### src/stc_cfg.svh
// Register offsets, field positions, reset values and timing figures of the timer/counter.
`ifndef STC_CFG_SVH
`define STC_CFG_SVH

// ----------------------------------------------------------------------
// Register byte offsets
// ----------------------------------------------------------------------
`define STC_OFF_CTRL      8'h00
`define STC_OFF_GATE      8'h04
`define STC_OFF_CNT_LO    8'h08
`define STC_OFF_CNT_HI    8'h0C
`define STC_OFF_STATUS    8'h10
`define STC_OFF_MASK      8'h14

// ----------------------------------------------------------------------
// Field positions
// ----------------------------------------------------------------------
`define STC_CTRL_CS_HI    7
`define STC_CTRL_CS_LO    6
`define STC_CTRL_PS_HI    5
`define STC_CTRL_PS_LO    4
`define STC_CTRL_OSCEN    3
`define STC_CTRL_SYNCDIS  2
`define STC_CTRL_ON       0
`define STC_CTRL_WMASK    8'hFD
`define STC_GATE_EN       7
`define STC_GATE_POL      6
`define STC_GATE_VAL      2
`define STC_GATE_CAPSEL   0
`define STC_GATE_WMASK    8'hC1
`define STC_OVF_BIT       0

// ----------------------------------------------------------------------
// Reset values and encodings
// ----------------------------------------------------------------------
`define STC_CTRL_RST      8'h00
`define STC_GATE_RST      8'h00
`define STC_CS_INST       2'b00
`define STC_CS_SYS        2'b01
`define STC_CS_EXT        2'b10
`define STC_CS_LFO        2'b11
`define STC_RESP_OKAY     2'b00
`define STC_RESP_SLVERR   2'b10

// ----------------------------------------------------------------------
// Timing
// ----------------------------------------------------------------------
`define STC_SYS_PER_INST  2'd3
`define STC_CNT_MAX       16'hFFFF
`define STC_XTAL_HZ       32768

`endif

### src/stc_pkg.sv
// Types shared by the timer/counter: bus carriers and the module state record.
package stc_pkg;

  typedef struct packed {
    logic        awvalid;
    logic [31:0] awaddr;
    logic [2:0]  awprot;
    logic        wvalid;
    logic [31:0] wdata;
    logic [3:0]  wstrb;
    logic        bready;
    logic        arvalid;
    logic [31:0] araddr;
    logic [2:0]  arprot;
    logic        rready;
  } stc_axi_req_s;

  typedef struct packed {
    logic        awready;
    logic        wready;
    logic        bvalid;
    logic [1:0]  bresp;
    logic        arready;
    logic        rvalid;
    logic [31:0] rdata;
    logic [1:0]  rresp;
  } stc_axi_rsp_s;

  // Pin sampling order: external clock, crystal, low-frequency osc, gate, capacitive osc.
  typedef struct packed {
    logic [15:0] cnt;
    logic [2:0]  pre;
    logic [1:0]  phase;
    logic        pend;
    logic [7:0]  ctl;
    logic [7:0]  gcon;
    logic        ovf;
    logic        mask;
    logic [4:0]  sy1;
    logic [4:0]  sy2;
    logic        prev_src;
    logic        prev_lfo;
    logic        armed;
    logic        aw_got;
    logic [31:0] aw_addr;
    logic        w_got;
    logic [7:0]  w_data;
    logic        w_lane0;
    logic        bvalid;
    logic [1:0]  bresp;
    logic        rvalid;
    logic [31:0] rdata;
    logic [1:0]  rresp;
  } stc_state_s;

endpackage

### src/stc_timer16.sv
// Sixteen-bit timer/counter with prescaler, clock selection, gate and AXI4-Lite registers.
`timescale 1ns/1ps
`include "stc_cfg.svh"

module stc_timer16 #(
  parameter int ADDR_W = 8
) (
  input  wire logic                  aclk,
  input  wire logic                  aresetn,
  input  wire stc_pkg::stc_axi_req_s axi_req,
  output stc_pkg::stc_axi_rsp_s      axi_rsp,
  input  wire logic                  external_clock_pin,
  input  wire logic                  crystal_in_pin,
  input  wire logic                  low_freq_internal_osc,
  input  wire logic                  cap_sense_osc,
  input  wire logic                  gate_input_pin,
  input  wire logic                  sleep_mode,
  output logic                       crystal_osc_run,
  output logic                       irq
);
  import stc_pkg::*;

  // ----------------------------------------------------------------------
  // Elaboration checks
  // ----------------------------------------------------------------------
  // The highest register offset needs five address bits; more than the bus carries is void.
  if (ADDR_W < 5 || ADDR_W > 32) begin : g_bad_addr
    $error("ADDR_W must lie between 5 and 32.");
  end

  // ----------------------------------------------------------------------
  // Address decode
  // ----------------------------------------------------------------------
  // An address hits only when aligned, within the decoded window and listed.
  function automatic logic reg_hit(input logic [31:0] addr);
    logic [7:0] low;
    logic       upper_zero;
    low        = addr[7:0];
    upper_zero = (addr >> ADDR_W) == 32'h0000_0000;
    reg_hit = upper_zero && (
              low == `STC_OFF_CTRL   || low == `STC_OFF_GATE   ||
              low == `STC_OFF_CNT_LO || low == `STC_OFF_CNT_HI ||
              low == `STC_OFF_STATUS || low == `STC_OFF_MASK);
  endfunction

  // Last state of the prescale counter before it wraps, for each divide ratio.
  function automatic logic [2:0] prescale_last(input logic [1:0] ps);
    logic [2:0] res;
    unique case (ps)
      2'b00: res = 3'h0;
      2'b01: res = 3'h1;
      2'b10: res = 3'h3;
      2'b11: res = 3'h7;
    endcase
    prescale_last = res;
  endfunction

  // One packed record holds every flop; s_nxt is its combinational next value.
  stc_state_s s_r;
  stc_state_s s_nxt;

  // ----------------------------------------------------------------------
  // Derived view of the state
  // ----------------------------------------------------------------------
  logic [1:0] clock_source_field;
  logic [1:0] prescale_field;
  logic       timer_on_bit;
  logic       gate_enable_bit;
  logic       gate_polarity_bit;
  logic       crystal_osc_enable;
  logic       sync_disable_bit;
  logic       cap_sel;
  logic       ext_lvl;
  logic       xtal_lvl;
  logic       lfo_lvl;
  logic       gate_lvl;
  logic       cap_lvl;
  logic       src_lvl;
  logic       inst_tick;
  logic       ext_mode;
  logic       async_ext;
  logic       gate_ok;
  logic       run;
  logic       src_pulse;
  logic       pre_tick;
  logic       inc;
  logic       cnt_lo_wr;
  logic       cnt_hi_wr;
  logic       do_wr;
  logic       wr_hit;
  logic       ovf_set;
  logic       ovf_clr;
  logic [7:0] wr_low;
  logic [7:0] rd_low;
  logic [7:0] rd_val;

  // Control fields are plain slices of the stored register bytes.
  assign clock_source_field = s_r.ctl[`STC_CTRL_CS_HI:`STC_CTRL_CS_LO];
  assign prescale_field     = s_r.ctl[`STC_CTRL_PS_HI:`STC_CTRL_PS_LO];
  assign timer_on_bit       = s_r.ctl[`STC_CTRL_ON];
  assign crystal_osc_enable = s_r.ctl[`STC_CTRL_OSCEN];
  assign sync_disable_bit   = s_r.ctl[`STC_CTRL_SYNCDIS];
  assign gate_enable_bit    = s_r.gcon[`STC_GATE_EN];
  assign gate_polarity_bit  = s_r.gcon[`STC_GATE_POL];
  assign cap_sel            = s_r.gcon[`STC_GATE_CAPSEL];

  // Only the second synchroniser stage is ever read by logic.
  assign ext_lvl  = s_r.sy2[4];
  assign xtal_lvl = s_r.sy2[3];
  assign lfo_lvl  = s_r.sy2[2];
  assign gate_lvl = s_r.sy2[1];
  assign cap_lvl  = s_r.sy2[0];

  // ----------------------------------------------------------------------
  // Next-state logic
  // ----------------------------------------------------------------------
  always_comb begin
    s_nxt = s_r;

    // ------------------------------------------------------------------
    // Input synchronisers and instruction phase
    // ------------------------------------------------------------------
    // Pins are foreign to aclk and always pass two flip-flops first.
    s_nxt.sy1 = {external_clock_pin, crystal_in_pin, low_freq_internal_osc,
                 gate_input_pin, cap_sense_osc};
    s_nxt.sy2 = s_r.sy1;

    // Four system clocks make one instruction cycle.
    // The phase runs freely from reset; register writes never restart it.
    s_nxt.phase = s_r.phase + 2'd1;
    inst_tick   = s_r.phase == `STC_SYS_PER_INST;

    // ------------------------------------------------------------------
    // Clock source selection and edge arming
    // ------------------------------------------------------------------
    // Changing the source while running can show a false edge; stop the timer first.
    // The crystal takes priority over the pin whenever its oscillator is enabled.
    // External counter source: crystal when enabled, else pin or capacitive osc.
    if (crystal_osc_enable) begin
      src_lvl = xtal_lvl;
    end else if (cap_sel) begin
      src_lvl = cap_lvl;
    end else begin
      src_lvl = ext_lvl;
    end
    s_nxt.prev_src = src_lvl;
    s_nxt.prev_lfo = lfo_lvl;

    ext_mode  = clock_source_field == `STC_CS_EXT;
    async_ext = ext_mode && sync_disable_bit;

    // The gate is seen two cycles late through its synchroniser; pulses shorter than one aclk cycle can be lost.
    gate_ok = !gate_enable_bit || (gate_lvl == gate_polarity_bit);
    // In Sleep the core clocks stop, so only the unsynchronised external path counts.
    run     = timer_on_bit && gate_ok && (!sleep_mode || async_ext);

    // The low-frequency oscillator runs freely and needs no arming.
    unique case (clock_source_field)
      `STC_CS_INST: src_pulse = inst_tick;
      `STC_CS_SYS:  src_pulse = 1'b1;
      `STC_CS_EXT:  src_pulse = src_lvl && !s_r.prev_src && s_r.armed;
      `STC_CS_LFO:  src_pulse = lfo_lvl && !s_r.prev_lfo;
    endcase

    // Dropping the arm on disable keeps the first rise of a pin that is low at re-enable from counting.
    // Counter mode needs a falling edge after enable, count byte write or disable.
    if (!timer_on_bit) begin
      s_nxt.armed = 1'b0;
    end else if (!src_lvl && s_r.prev_src) begin
      s_nxt.armed = 1'b1;
    end

    // ------------------------------------------------------------------
    // Prescaler
    // ------------------------------------------------------------------
    // The prescale count moves only on accepted source pulses and count byte writes, so a gated or idle
    // source leaves the division phase where it was.
    pre_tick = 1'b0;
    if (run && src_pulse) begin
      if (s_r.pre >= prescale_last(prescale_field)) begin
        s_nxt.pre = 3'h0;
        pre_tick  = 1'b1;
      end else begin
        s_nxt.pre = s_r.pre + 3'h1;
      end
    end

    // ------------------------------------------------------------------
    // Count enable and synchronisation
    // ------------------------------------------------------------------
    // Async mode counts a tick at once; sync mode holds it until the phase boundary.
    // Synchronised external ticks wait for the next instruction phase boundary.
    // Dropping a pending tick on the switch to async costs one increment.
    inc = 1'b0;
    if (ext_mode && !sync_disable_bit) begin
      if (pre_tick) begin
        s_nxt.pend = 1'b1;
      end
      if ((s_r.pend || pre_tick) && inst_tick) begin
        inc        = 1'b1;
        s_nxt.pend = 1'b0;
      end
    end else begin
      inc        = pre_tick;
      s_nxt.pend = 1'b0;
    end

    // ------------------------------------------------------------------
    // Counter and overflow
    // ------------------------------------------------------------------
    ovf_set = 1'b0;
    if (inc) begin
      s_nxt.cnt = s_r.cnt + 16'h0001;
      ovf_set   = s_r.cnt == `STC_CNT_MAX;
    end

    // ------------------------------------------------------------------
    // AXI4-Lite write channel
    // ------------------------------------------------------------------
    // Address and data are held apart so the master may offer them in either order.
    axi_rsp.awready = !s_r.aw_got && !s_r.bvalid;
    axi_rsp.wready  = !s_r.w_got && !s_r.bvalid;
    if (axi_req.awvalid && axi_rsp.awready) begin
      s_nxt.aw_got  = 1'b1;
      s_nxt.aw_addr = axi_req.awaddr;
    end
    if (axi_req.wvalid && axi_rsp.wready) begin
      s_nxt.w_got   = 1'b1;
      s_nxt.w_data  = axi_req.wdata[7:0];
      s_nxt.w_lane0 = axi_req.wstrb[0];
    end

    // The write lands a cycle after both halves are held, keeping decode off the ready path.
    do_wr     = s_r.aw_got && s_r.w_got && !s_r.bvalid;
    wr_hit    = reg_hit(s_r.aw_addr);
    wr_low    = s_r.aw_addr[7:0];
    cnt_lo_wr = do_wr && wr_hit && s_r.w_lane0 && wr_low == `STC_OFF_CNT_LO;
    cnt_hi_wr = do_wr && wr_hit && s_r.w_lane0 && wr_low == `STC_OFF_CNT_HI;
    ovf_clr   = 1'b0;

    if (do_wr) begin
      s_nxt.aw_got = 1'b0;
      s_nxt.w_got  = 1'b0;
      s_nxt.bvalid = 1'b1;
      s_nxt.bresp  = wr_hit ? `STC_RESP_OKAY : `STC_RESP_SLVERR;
      if (wr_hit && s_r.w_lane0) begin
        unique case (wr_low)
          `STC_OFF_CTRL: s_nxt.ctl = s_r.w_data & `STC_CTRL_WMASK;
          `STC_OFF_GATE: s_nxt.gcon = s_r.w_data & `STC_GATE_WMASK;
          `STC_OFF_STATUS: ovf_clr = s_r.w_data[`STC_OVF_BIT];
          `STC_OFF_MASK: s_nxt.mask = s_r.w_data[`STC_OVF_BIT];
          default: ;
        endcase
      end
    end
    if (s_r.bvalid && axi_req.bready) begin
      s_nxt.bvalid = 1'b0;
    end

    // ------------------------------------------------------------------
    // Count byte writes
    // ------------------------------------------------------------------
    // Bytes are written one at a time, so a running count can carry between two writes.
    // A byte write overrides its own byte of a same-cycle increment and restarts the prescaler.
    if (cnt_lo_wr) begin
      s_nxt.cnt[7:0] = s_r.w_data;
    end
    if (cnt_hi_wr) begin
      s_nxt.cnt[15:8] = s_r.w_data;
    end
    if (cnt_lo_wr || cnt_hi_wr) begin
      s_nxt.pre   = 3'h0;
      s_nxt.pend  = 1'b0;
      s_nxt.armed = 1'b0;
      ovf_set     = 1'b0;
    end

    // The flag is sticky: only a one written to the status bit clears it.
    // Hardware set wins over a same-cycle write-one-to-clear.
    s_nxt.ovf = ovf_set || (s_r.ovf && !ovf_clr);

    // ------------------------------------------------------------------
    // AXI4-Lite read channel
    // ------------------------------------------------------------------
    axi_rsp.arready = !s_r.rvalid;
    rd_low          = axi_req.araddr[7:0];
    // Count bytes are read live; a carry between two byte reads is visible to software.
    unique case (rd_low)
      `STC_OFF_CTRL: rd_val = s_r.ctl;
      `STC_OFF_GATE: rd_val = {s_r.gcon[7:3], gate_lvl, s_r.gcon[1:0]};
      `STC_OFF_CNT_LO: rd_val = s_r.cnt[7:0];
      `STC_OFF_CNT_HI: rd_val = s_r.cnt[15:8];
      `STC_OFF_STATUS: rd_val = {7'h00, s_r.ovf};
      `STC_OFF_MASK: rd_val = {7'h00, s_r.mask};
      default: rd_val = 8'h00;
    endcase
    // Read data are captured at acceptance and frozen until the master takes them.
    if (axi_req.arvalid && axi_rsp.arready) begin
      s_nxt.rvalid = 1'b1;
      if (reg_hit(axi_req.araddr)) begin
        s_nxt.rdata = {24'h00_0000, rd_val};
        s_nxt.rresp = `STC_RESP_OKAY;
      end else begin
        s_nxt.rdata = 32'h0000_0000;
        s_nxt.rresp = `STC_RESP_SLVERR;
      end
    end
    if (s_r.rvalid && axi_req.rready) begin
      s_nxt.rvalid = 1'b0;
    end

    // Response payloads come straight from flops.
    axi_rsp.bvalid = s_r.bvalid;
    axi_rsp.bresp  = s_r.bresp;
    axi_rsp.rvalid = s_r.rvalid;
    axi_rsp.rdata  = s_r.rdata;
    axi_rsp.rresp  = s_r.rresp;
  end

  // ----------------------------------------------------------------------
  // State register
  // ----------------------------------------------------------------------
  // Control words restate their reset constants so a change to them stays local.
  always_ff @(posedge aclk) begin
    if (!aresetn) begin
      s_r      <= '0;
      s_r.ctl  <= `STC_CTRL_RST;
      s_r.gcon <= `STC_GATE_RST;
    end else begin
      s_r <= s_nxt;
    end
  end

  // ----------------------------------------------------------------------
  // Outputs
  // ----------------------------------------------------------------------
  // The oscillator enable ignores Sleep so a crystal time base survives it.
  assign crystal_osc_run = crystal_osc_enable;
  // The level interrupt doubles as the Sleep wake request.
  assign irq = s_r.ovf && s_r.mask;

endmodule // stc_timer16

### config.mk
export PLATFORM = sky130hd
export DESIGN_NAME = stc_timer16
export DESIGN_NICKNAME = d
export VERILOG_FILES = /design/src/stc_pkg.sv /design/src/stc_timer16.sv
export VERILOG_INCLUDE_DIRS = /design/src
export SDC_FILE = /design/constraint.sdc
export NUM_CORES = 1
export LEC_CHECK = 0
export BUFFER_PORTS_ARGS = -buffer_cell sky130_fd_sc_hd__buf_4
export CAP_MARGIN = 20
export CORE_MARGIN = 10
export CORE_UTILIZATION = 50
export CTS_BUF_LIST = sky130_fd_sc_hd__clkbuf_8
export DETAILED_ROUTE_END_ITERATION = 6
export PLACE_DENSITY_LB_ADDON = 0.08
export SETUP_SLACK_MARGIN = 0.4
export SYNTH_ARGS = -nofsm -noshare
export SYNTH_HDL_FRONTEND = slang
export SYNTH_SLANG_ARGS = --single-unit
### constraint.sdc
create_clock -name aclk -period 3.06 [get_ports aclk]
set_input_delay 0.306 -clock aclk [delete_from_list [all_inputs] [get_ports aclk]]
set_output_delay 0.306 -clock aclk [all_outputs]
set_load 0.05 [all_outputs]
==> results.toml, run 1 <==
[yosys]
synth-xor-area-share_pct = 2.71
ys_seq_area_share_pct = 42.1
synthTopCellsByArea = "dfxtp_1, nand2_1, a21oi_1"
async_reset_ff_share_pct = 0
synth_common_cells = "dfxtp_1, nand2_1, a21oi_1"
synth_edf_count = 0
synth_area_per_cell_sq_um = 8.54
yosysTopAreaCellShare_pct = 42.1
yosysMostFrequentCell = "dfxtp_1"
synth_compound_area_share_pct = 17.4
yosys.area_share.simple_pct = 21.2
postSynthCellCount = 567
synthAdderAreaFrac_pct = 1.55
muxShareOfSynthArea_pct = 5.71
yosysWarnings = 0
synthesis.area_sq_um = 4840
synth_cell_type_count = 54
synth_top_area_cell = "dfxtp_1"
synth.ff_latch_count = 102
synth_flop_cell = "dfxtp_1"
synth_top_family_by_area = "simple AND/OR/NAND/NOR gates"

[worst_setup_path]
crit_path_max_fanout = 9
rrSetupSlack_ns = 0.77
cpMostUsedCell = "nand3_1"
r2r-end = "s_r[118]"
arrival_ns = 2.52
cpPeakStageDelay_ns = 0.46
crit_start = "s_r[73]"
crit_required_ns = 3.28
reg2reg_depth = 6
crit_chain = "nor4_1, nand3_1, nor3_2, nand3_1, nand3b_1, a21oi_1"
cp-end-kind = "flip-flop"
start_kind = "flip-flop"
critPathKind = "flip-flop to flip-flop"
r2r-start = "s_r[73]"
cpMaxStageDelayCell = "nor4_1"

[sta]
tns_ns = 0
rsz0062_at_grt = "false"
period_needed_ns = 2.29
worst_slew_pin_slew_ns = 0.796
fmaxAchievable_ghz = 0.436
finalClockSkew_ns = 0.0135
drv_slew = 0
timing.final.crit_share_pct = 75.0
setup_viol = 0
maxSlewHeadroom_pct = 46.5
finalHoldViolCount = 0

[power]
internal_power_uw = 1910
pwr-share-seq_pct = 53.0
share_comb_of_total_power_pct = 14.3
power_switching_uw = 754
p_clk_share_pct = 32.7
p_leak_uw = 0.00235
power.density_nw_per_um2 = 464
power.ir.vdd_worst_uv = 289
switching_share_pct = 28.3

[cts]
htreeDepth = 3
cts_resized = 0
clkTransAtPathRegs_ns = 0.10
cts_buffers = 9
clock_latency_ns = 0.37
root_buffer = "clkbuf_8"
ctsHoldBuffers = 0
clock_tree.buffer_depth = 2
cts_tree = "built"
clock_sinks = 102
post_cts_buffers = 0

[detailed_routing]
vias_per_cell = 5.21
wl_um = 12600
wire_per_inst_um = 16.1
first_pass_iters = 4
drc = 0
drt-initial-drc-count = 280
vias = 4057
ant_nets = 0

[run]
maxCapViolations = 0

[layout]
syn2layout_area_growth_pct = 18.7
nets = 770
n_antenna_cell = 0
finalInstanceArea_sq_um = 5750
layout-drive-gt1-share_pct = 22.3

[grt]
grt_pass1_wl_um = 20600
grt_antenna_before_repair = 0
first_global_vias = 4070
grt_max_degree = 43
grt_overflow_total = 0
grtUsageTotal_pct = 17.7

[placement]
gp_congestion = 0.869
dpl_cell_area_sq_um = 5490
dp_hpwl_um = 9610
io_buffers = 102

[floorplan]
pin_count = 162
core_sq_um = 9330
std_cell_rows = 35
die_area_sq_um = 14000
start_util_pct = 51.9
die_h_um = 118
chipWidth_um = 118

[min_path]
min-delay-start = "axi_req[0]"
hp-class = "input port to flip-flop"
holdPathEnd = "axi_rsp[34]"
min_path_cells = 2

[outcome]
status = "complete, no violations"
-- layout by cell type (no fill, tap or decap), types with 2 or more instances in the layout --
master,n
a2111oi_2,2
a211o_1,2
a211oi_1,4
a21oi_1,66
a22o_1,3
a22oi_1,7
and2_1,20
and3_1,3
and3b_1,2
buf_16,2
buf_4,104
clkbuf_8,9
clkinv_4,2
conb_1,26
dfxtp_1,102
ha_1,6
inv_1,15
inv_6,2
mux2_2,5
mux2i_1,13
mux4_2,4
nand2_1,93
nand2b_1,3
nand3_1,13
nand3b_1,2
nand4_1,7
nor2_1,36
nor2b_1,4
nor3_1,9
nor4_1,15
o2111ai_1,6
o2111ai_2,2
o211ai_1,2
o21ai_0,20
o311a_4,2
o31ai_1,3
xnor2_1,6
xor2_1,9
-- cell type report --
cell class              count  area [sq um]
fillers                   855          3580
multi-input cells         411          2450
flip-flops and latches    102          2040
repair buffers            106           836
well taps                 129           161
clock buffers               9           124
clock inverters             7          80.1
inverters                  15          56.3
-- worst max path at each step --
stage / to / cells after the start
after floorplan: s_r[121] / 7
after global placement: s_r[118] / 6
after detailed placement: s_r[118] / 6
after CTS: s_r[118] / 6
after global routing: s_r[118] / 6
final: s_r[118] / 6
-- kinds of logic after synthesis --
group,count (synthesis)
other,1
adder cells (fa/ha/maj),6
AND/OR/NAND/NOR,216
multiplexers,22
buffers and inverters,79
AO/OA/AOI/OAI,126
flip-flops,102
XOR/XNOR,15
-- power by group through the flow --
stage	combinational, uW	sequential [uW]	clock [uW]
final	381	1410	872
after global routing	419	1420	952
after CTS	367	1410	898
after detailed placement	366	1440	0
after global placement	360	1440	0
after floorplan	269	1430	0
-- per-layer routing --
metal | vias up | share of wire, % | track usage, % | wire length, um
met5 | - | 0 | 0 | 0
met4 | 0 | 1.5 | 5.34 | 185
met3 | 13 | 5.1 | 4.71 | 639
met2 | 81 | 50 | 29.4 | 6310
met1 | 1893 | 43 | 21.9 | 5420
li1 | 2070 | - | - | -
-- registers in the layout (all words and copies together), names as in the netlist --
signal	flops
clock_source_field	2
cap_lvl	1
ext_lvl	1
gate_lvl	1
s_nxt	5
cap_sel	1
crystal_osc_run	1
gate_enable_bit	1
lfo_lvl	1
axi_rsp	12
s_r	73
gate_polarity_bit	1
prescale_field	2
-- critical path: cells and delay by family, from the launching register on --
family / cells / cell delay [ns]
AND/OR/NAND/NOR: 5 / 1.74
flip-flops: 1 / 0.33
AO/OA/AOI/OAI: 1 / 0.08
-- per-stage QoR --
stage / worst slack (ns) / utilization [%] / power, uW / hold WS, ns / instances
2_1_floorplan: 0.964 / - / 1700 / 0.399 / 592
3_3_place_gp: 0.816 / 58.9 / 1800 / 0.408 / 761
3_5_place_dp: 0.795 / 58.9 / 1810 / 0.418 / 761
4_1_cts: 0.765 / 61.0 / 2680 / 0.0972 / 777
5_1_grt: 0.523 / 61.6 / 2790 / 0.106 / 779
6_report: 0.766 / 61.6 / 2670 / 0.118 / 779
Note: power is estimated with default switching activity, not from simulation.
==> inputs of run 2 (changes only) <==
==> constraint.sdc (replaced) <==
create_clock -name aclk -period 2.2 [get_ports aclk]
set_input_delay 0.22 -clock aclk [delete_from_list [all_inputs] [get_ports aclk]]
set_output_delay 0.22 -clock aclk [all_outputs]
set_load 0.05 [all_outputs]
==> run 2 against run 1 <==
  * Maximum frequency is 9.3% higher
  * Global-route usage is 0.75 points higher
  * Power is 37% higher
  * Clock skew is 0.0020 ns higher
  * Routed wire length is 7.3% higher
  * Core utilization is 5.1 points higher
==> results.toml, run 2 (synthesized netlist as in run 1, its figures left out) <==
[outcome]
status = "complete, no violations"

[worst_setup_path]
cp-end-kind = "flip-flop"
cpMaxStageDelayCell = "dfxtp_2"
cp_num_buf_inv = 1
critPathKind = "flip-flop to flip-flop"
cpPeakStageDelay_ns = 0.35
crit_path_max_fanout = 5
start_kind = "flip-flop"
crit_chain = "or2_4, ha_4, nor2b_4, o21ai_4, o311ai_4, buf_4, a211o_1, xor2_1, a21oi_1"
arrival_ns = 2.40
crit_family = "compound AO/OA/AOI/OAI gates"
crit_required_ns = 2.50

[floorplan]
die_area_sq_um = 14000
die_h_um = 118
chipWidth_um = 118
std_cell_rows = 35
core_sq_um = 9330
start_util_pct = 51.9
pin_count = 162

[cts]
cts_tree = "built"
clock_tree.buffer_depth = 2
root_buffer = "clkbuf_8"
clkTransAtPathRegs_ns = 0.11
clock_latency_ns = 0.37
htreeDepth = 3
clock_sinks = 102
cts_buffers = 9

[placement]
dp.cells = 770
gp_congestion = 0.912
io_buffers = 102
dp_hpwl_um = 10000

[detailed_routing]
vias = 4282
drc = 0
wire_per_inst_um = 16.8
wl_met2_um = 6880
dr_wl_met3_um = 882
met1_length_um = 5530
vias_per_cell = 5.33
top_layer = "met4"
first_pass_iters = 5
ant_nets = 0
drt-initial-drc-count = 227
wl_um = 13500

[sta]
tns_ns = 0
period_needed_ns = 2.10
fmaxAchievable_ghz = 0.476
drv_slew = 0
setup_viol = 0
finalClockSkew_ns = 0.0155
finalHoldViolCount = 0
rsz0062_at_grt = "true"
timing.final.crit_share_pct = 95.4

[power]
power_uw = 3640
power.ir.vdd_worst_uv = 431
power.density_nw_per_um2 = 585
p_leak_uw = 0.00248

[layout]
nets = 794
final_cell_mix = "buf_4, dfxtp_1, nand2_1, a21oi_1, nor2_1"
largest_reg_flops = 73
syn2layout_area_growth_pct = 28.4
layout_commonest_cell = "buf_4"
top_register = "s_r"
layout-drive-gt1-share_pct = 31.0
n_antenna_cell = 0
finalNonFillerCells = 803

[grt]
grt_max_degree = 55
grt_overflow_total = 0
first_global_vias = 4335
grtUsageTotal_pct = 18.4
grt_antenna_before_repair = 0
grt_pass1_wl_um = 21700

[min_path]
hp-class = "input port to flip-flop"

[run]
maxCapViolations = 0
## run 2: cell types whose count changed in the layout (fill, tap and decap cells not counted), moves of 4 or more
| cell | delta |
|---|---|
| buf_4 | +19 |
| dfxtp_2 | +5 |
| nor4_1 | -6 |
| dfxtp_1 | -7 |
| o2111ai_1 | -6 |
| nor4_2 | +4 |
| o2111ai_2 | +6 |
## run 2: final timing paths
| path | cells after the start | end | startpoint | slack (ns) |
|---|---|---|---|---|
| worst max register to register | 9 | s_r[123] | prescale_field[1] | 0.10 |
| worst min-delay path | 2 | s_nxt[87] | crystal_in_pin | 0.05 |
| worst min register to register | 1 | s_r[113] | s_r[113] | 0.43 |
| worst max-delay path | 9 | s_r[123] | prescale_field[1] | 0.10 |
## run 2: repair_timing
action | CTS | global route
resized for setup | 26 | 23
setup buffers | 9 | 6
hold buffers | 0 | 1
endpoints found under the setup margin | 39 | 40
hold endpoints to repair | 0 | 1
pin swaps | 27 | 19
cloned | 1 | 0
## run 2: area by class of cell
type,count,area [sq um]
Clock buffer,9,124
Clock inverter,7,66.3
Fill cell,837,3110
Inverter,15,60.1
Multi-Input combinational cell,412,2750
Sequential cell,102,2060
Tap cell,129,161
Timing Repair Buffer,129,1010
## run 2: stage by stage
stage	hold slack [ns]	worst slack [ns]	utilization (%)	cell area, sq um
after global routing	0.0355	0.0392	66.7	6220
after global placement	0.408	0.0944	60.3	5620
after detailed placement	0.410	0.0216	60.3	5620
after floorplan	0.320	0.236	-	4990
after CTS	0.00578	0.103	64.9	6060
final	0.0501	0.101	66.7	6220
## run 2: layer usage
| metal | vias up | global-route usage, % |
|---|---|---|
| li1 | 2120 | - |
| met2 | 119 | 32.0 |
| met4 | 0 | 5.11 |
| met5 | - | 0 |
| met3 | 15 | 5.28 |
| met1 | 2028 | 21.7 |
## run 2: power by group
| group | internal [uW] | switching, uW | total (uW) |
|---|---|---|---|
| Clock | 440 | 690 | 1130 |
| Sequential | 1910 | 58.2 | 1970 |
| Combinational | 203 | 337 | 540 |
| Total | 2560 | 1080 | 3640 |
## run 2: worst reg2reg max path: cells and delay by family (launching register included)
| family | cells | cell delay (ns) |
|---|---|---|
| AND/OR/NAND/NOR | 2 | 0.28 |
| AO/OA/AOI/OAI | 4 | 0.79 |
| flip-flops | 1 | 0.35 |
| XOR/XNOR | 1 | 0.14 |
| adder cells (fa/ha/maj) | 1 | 0.28 |
| buffers and inverters | 1 | 0.19 |
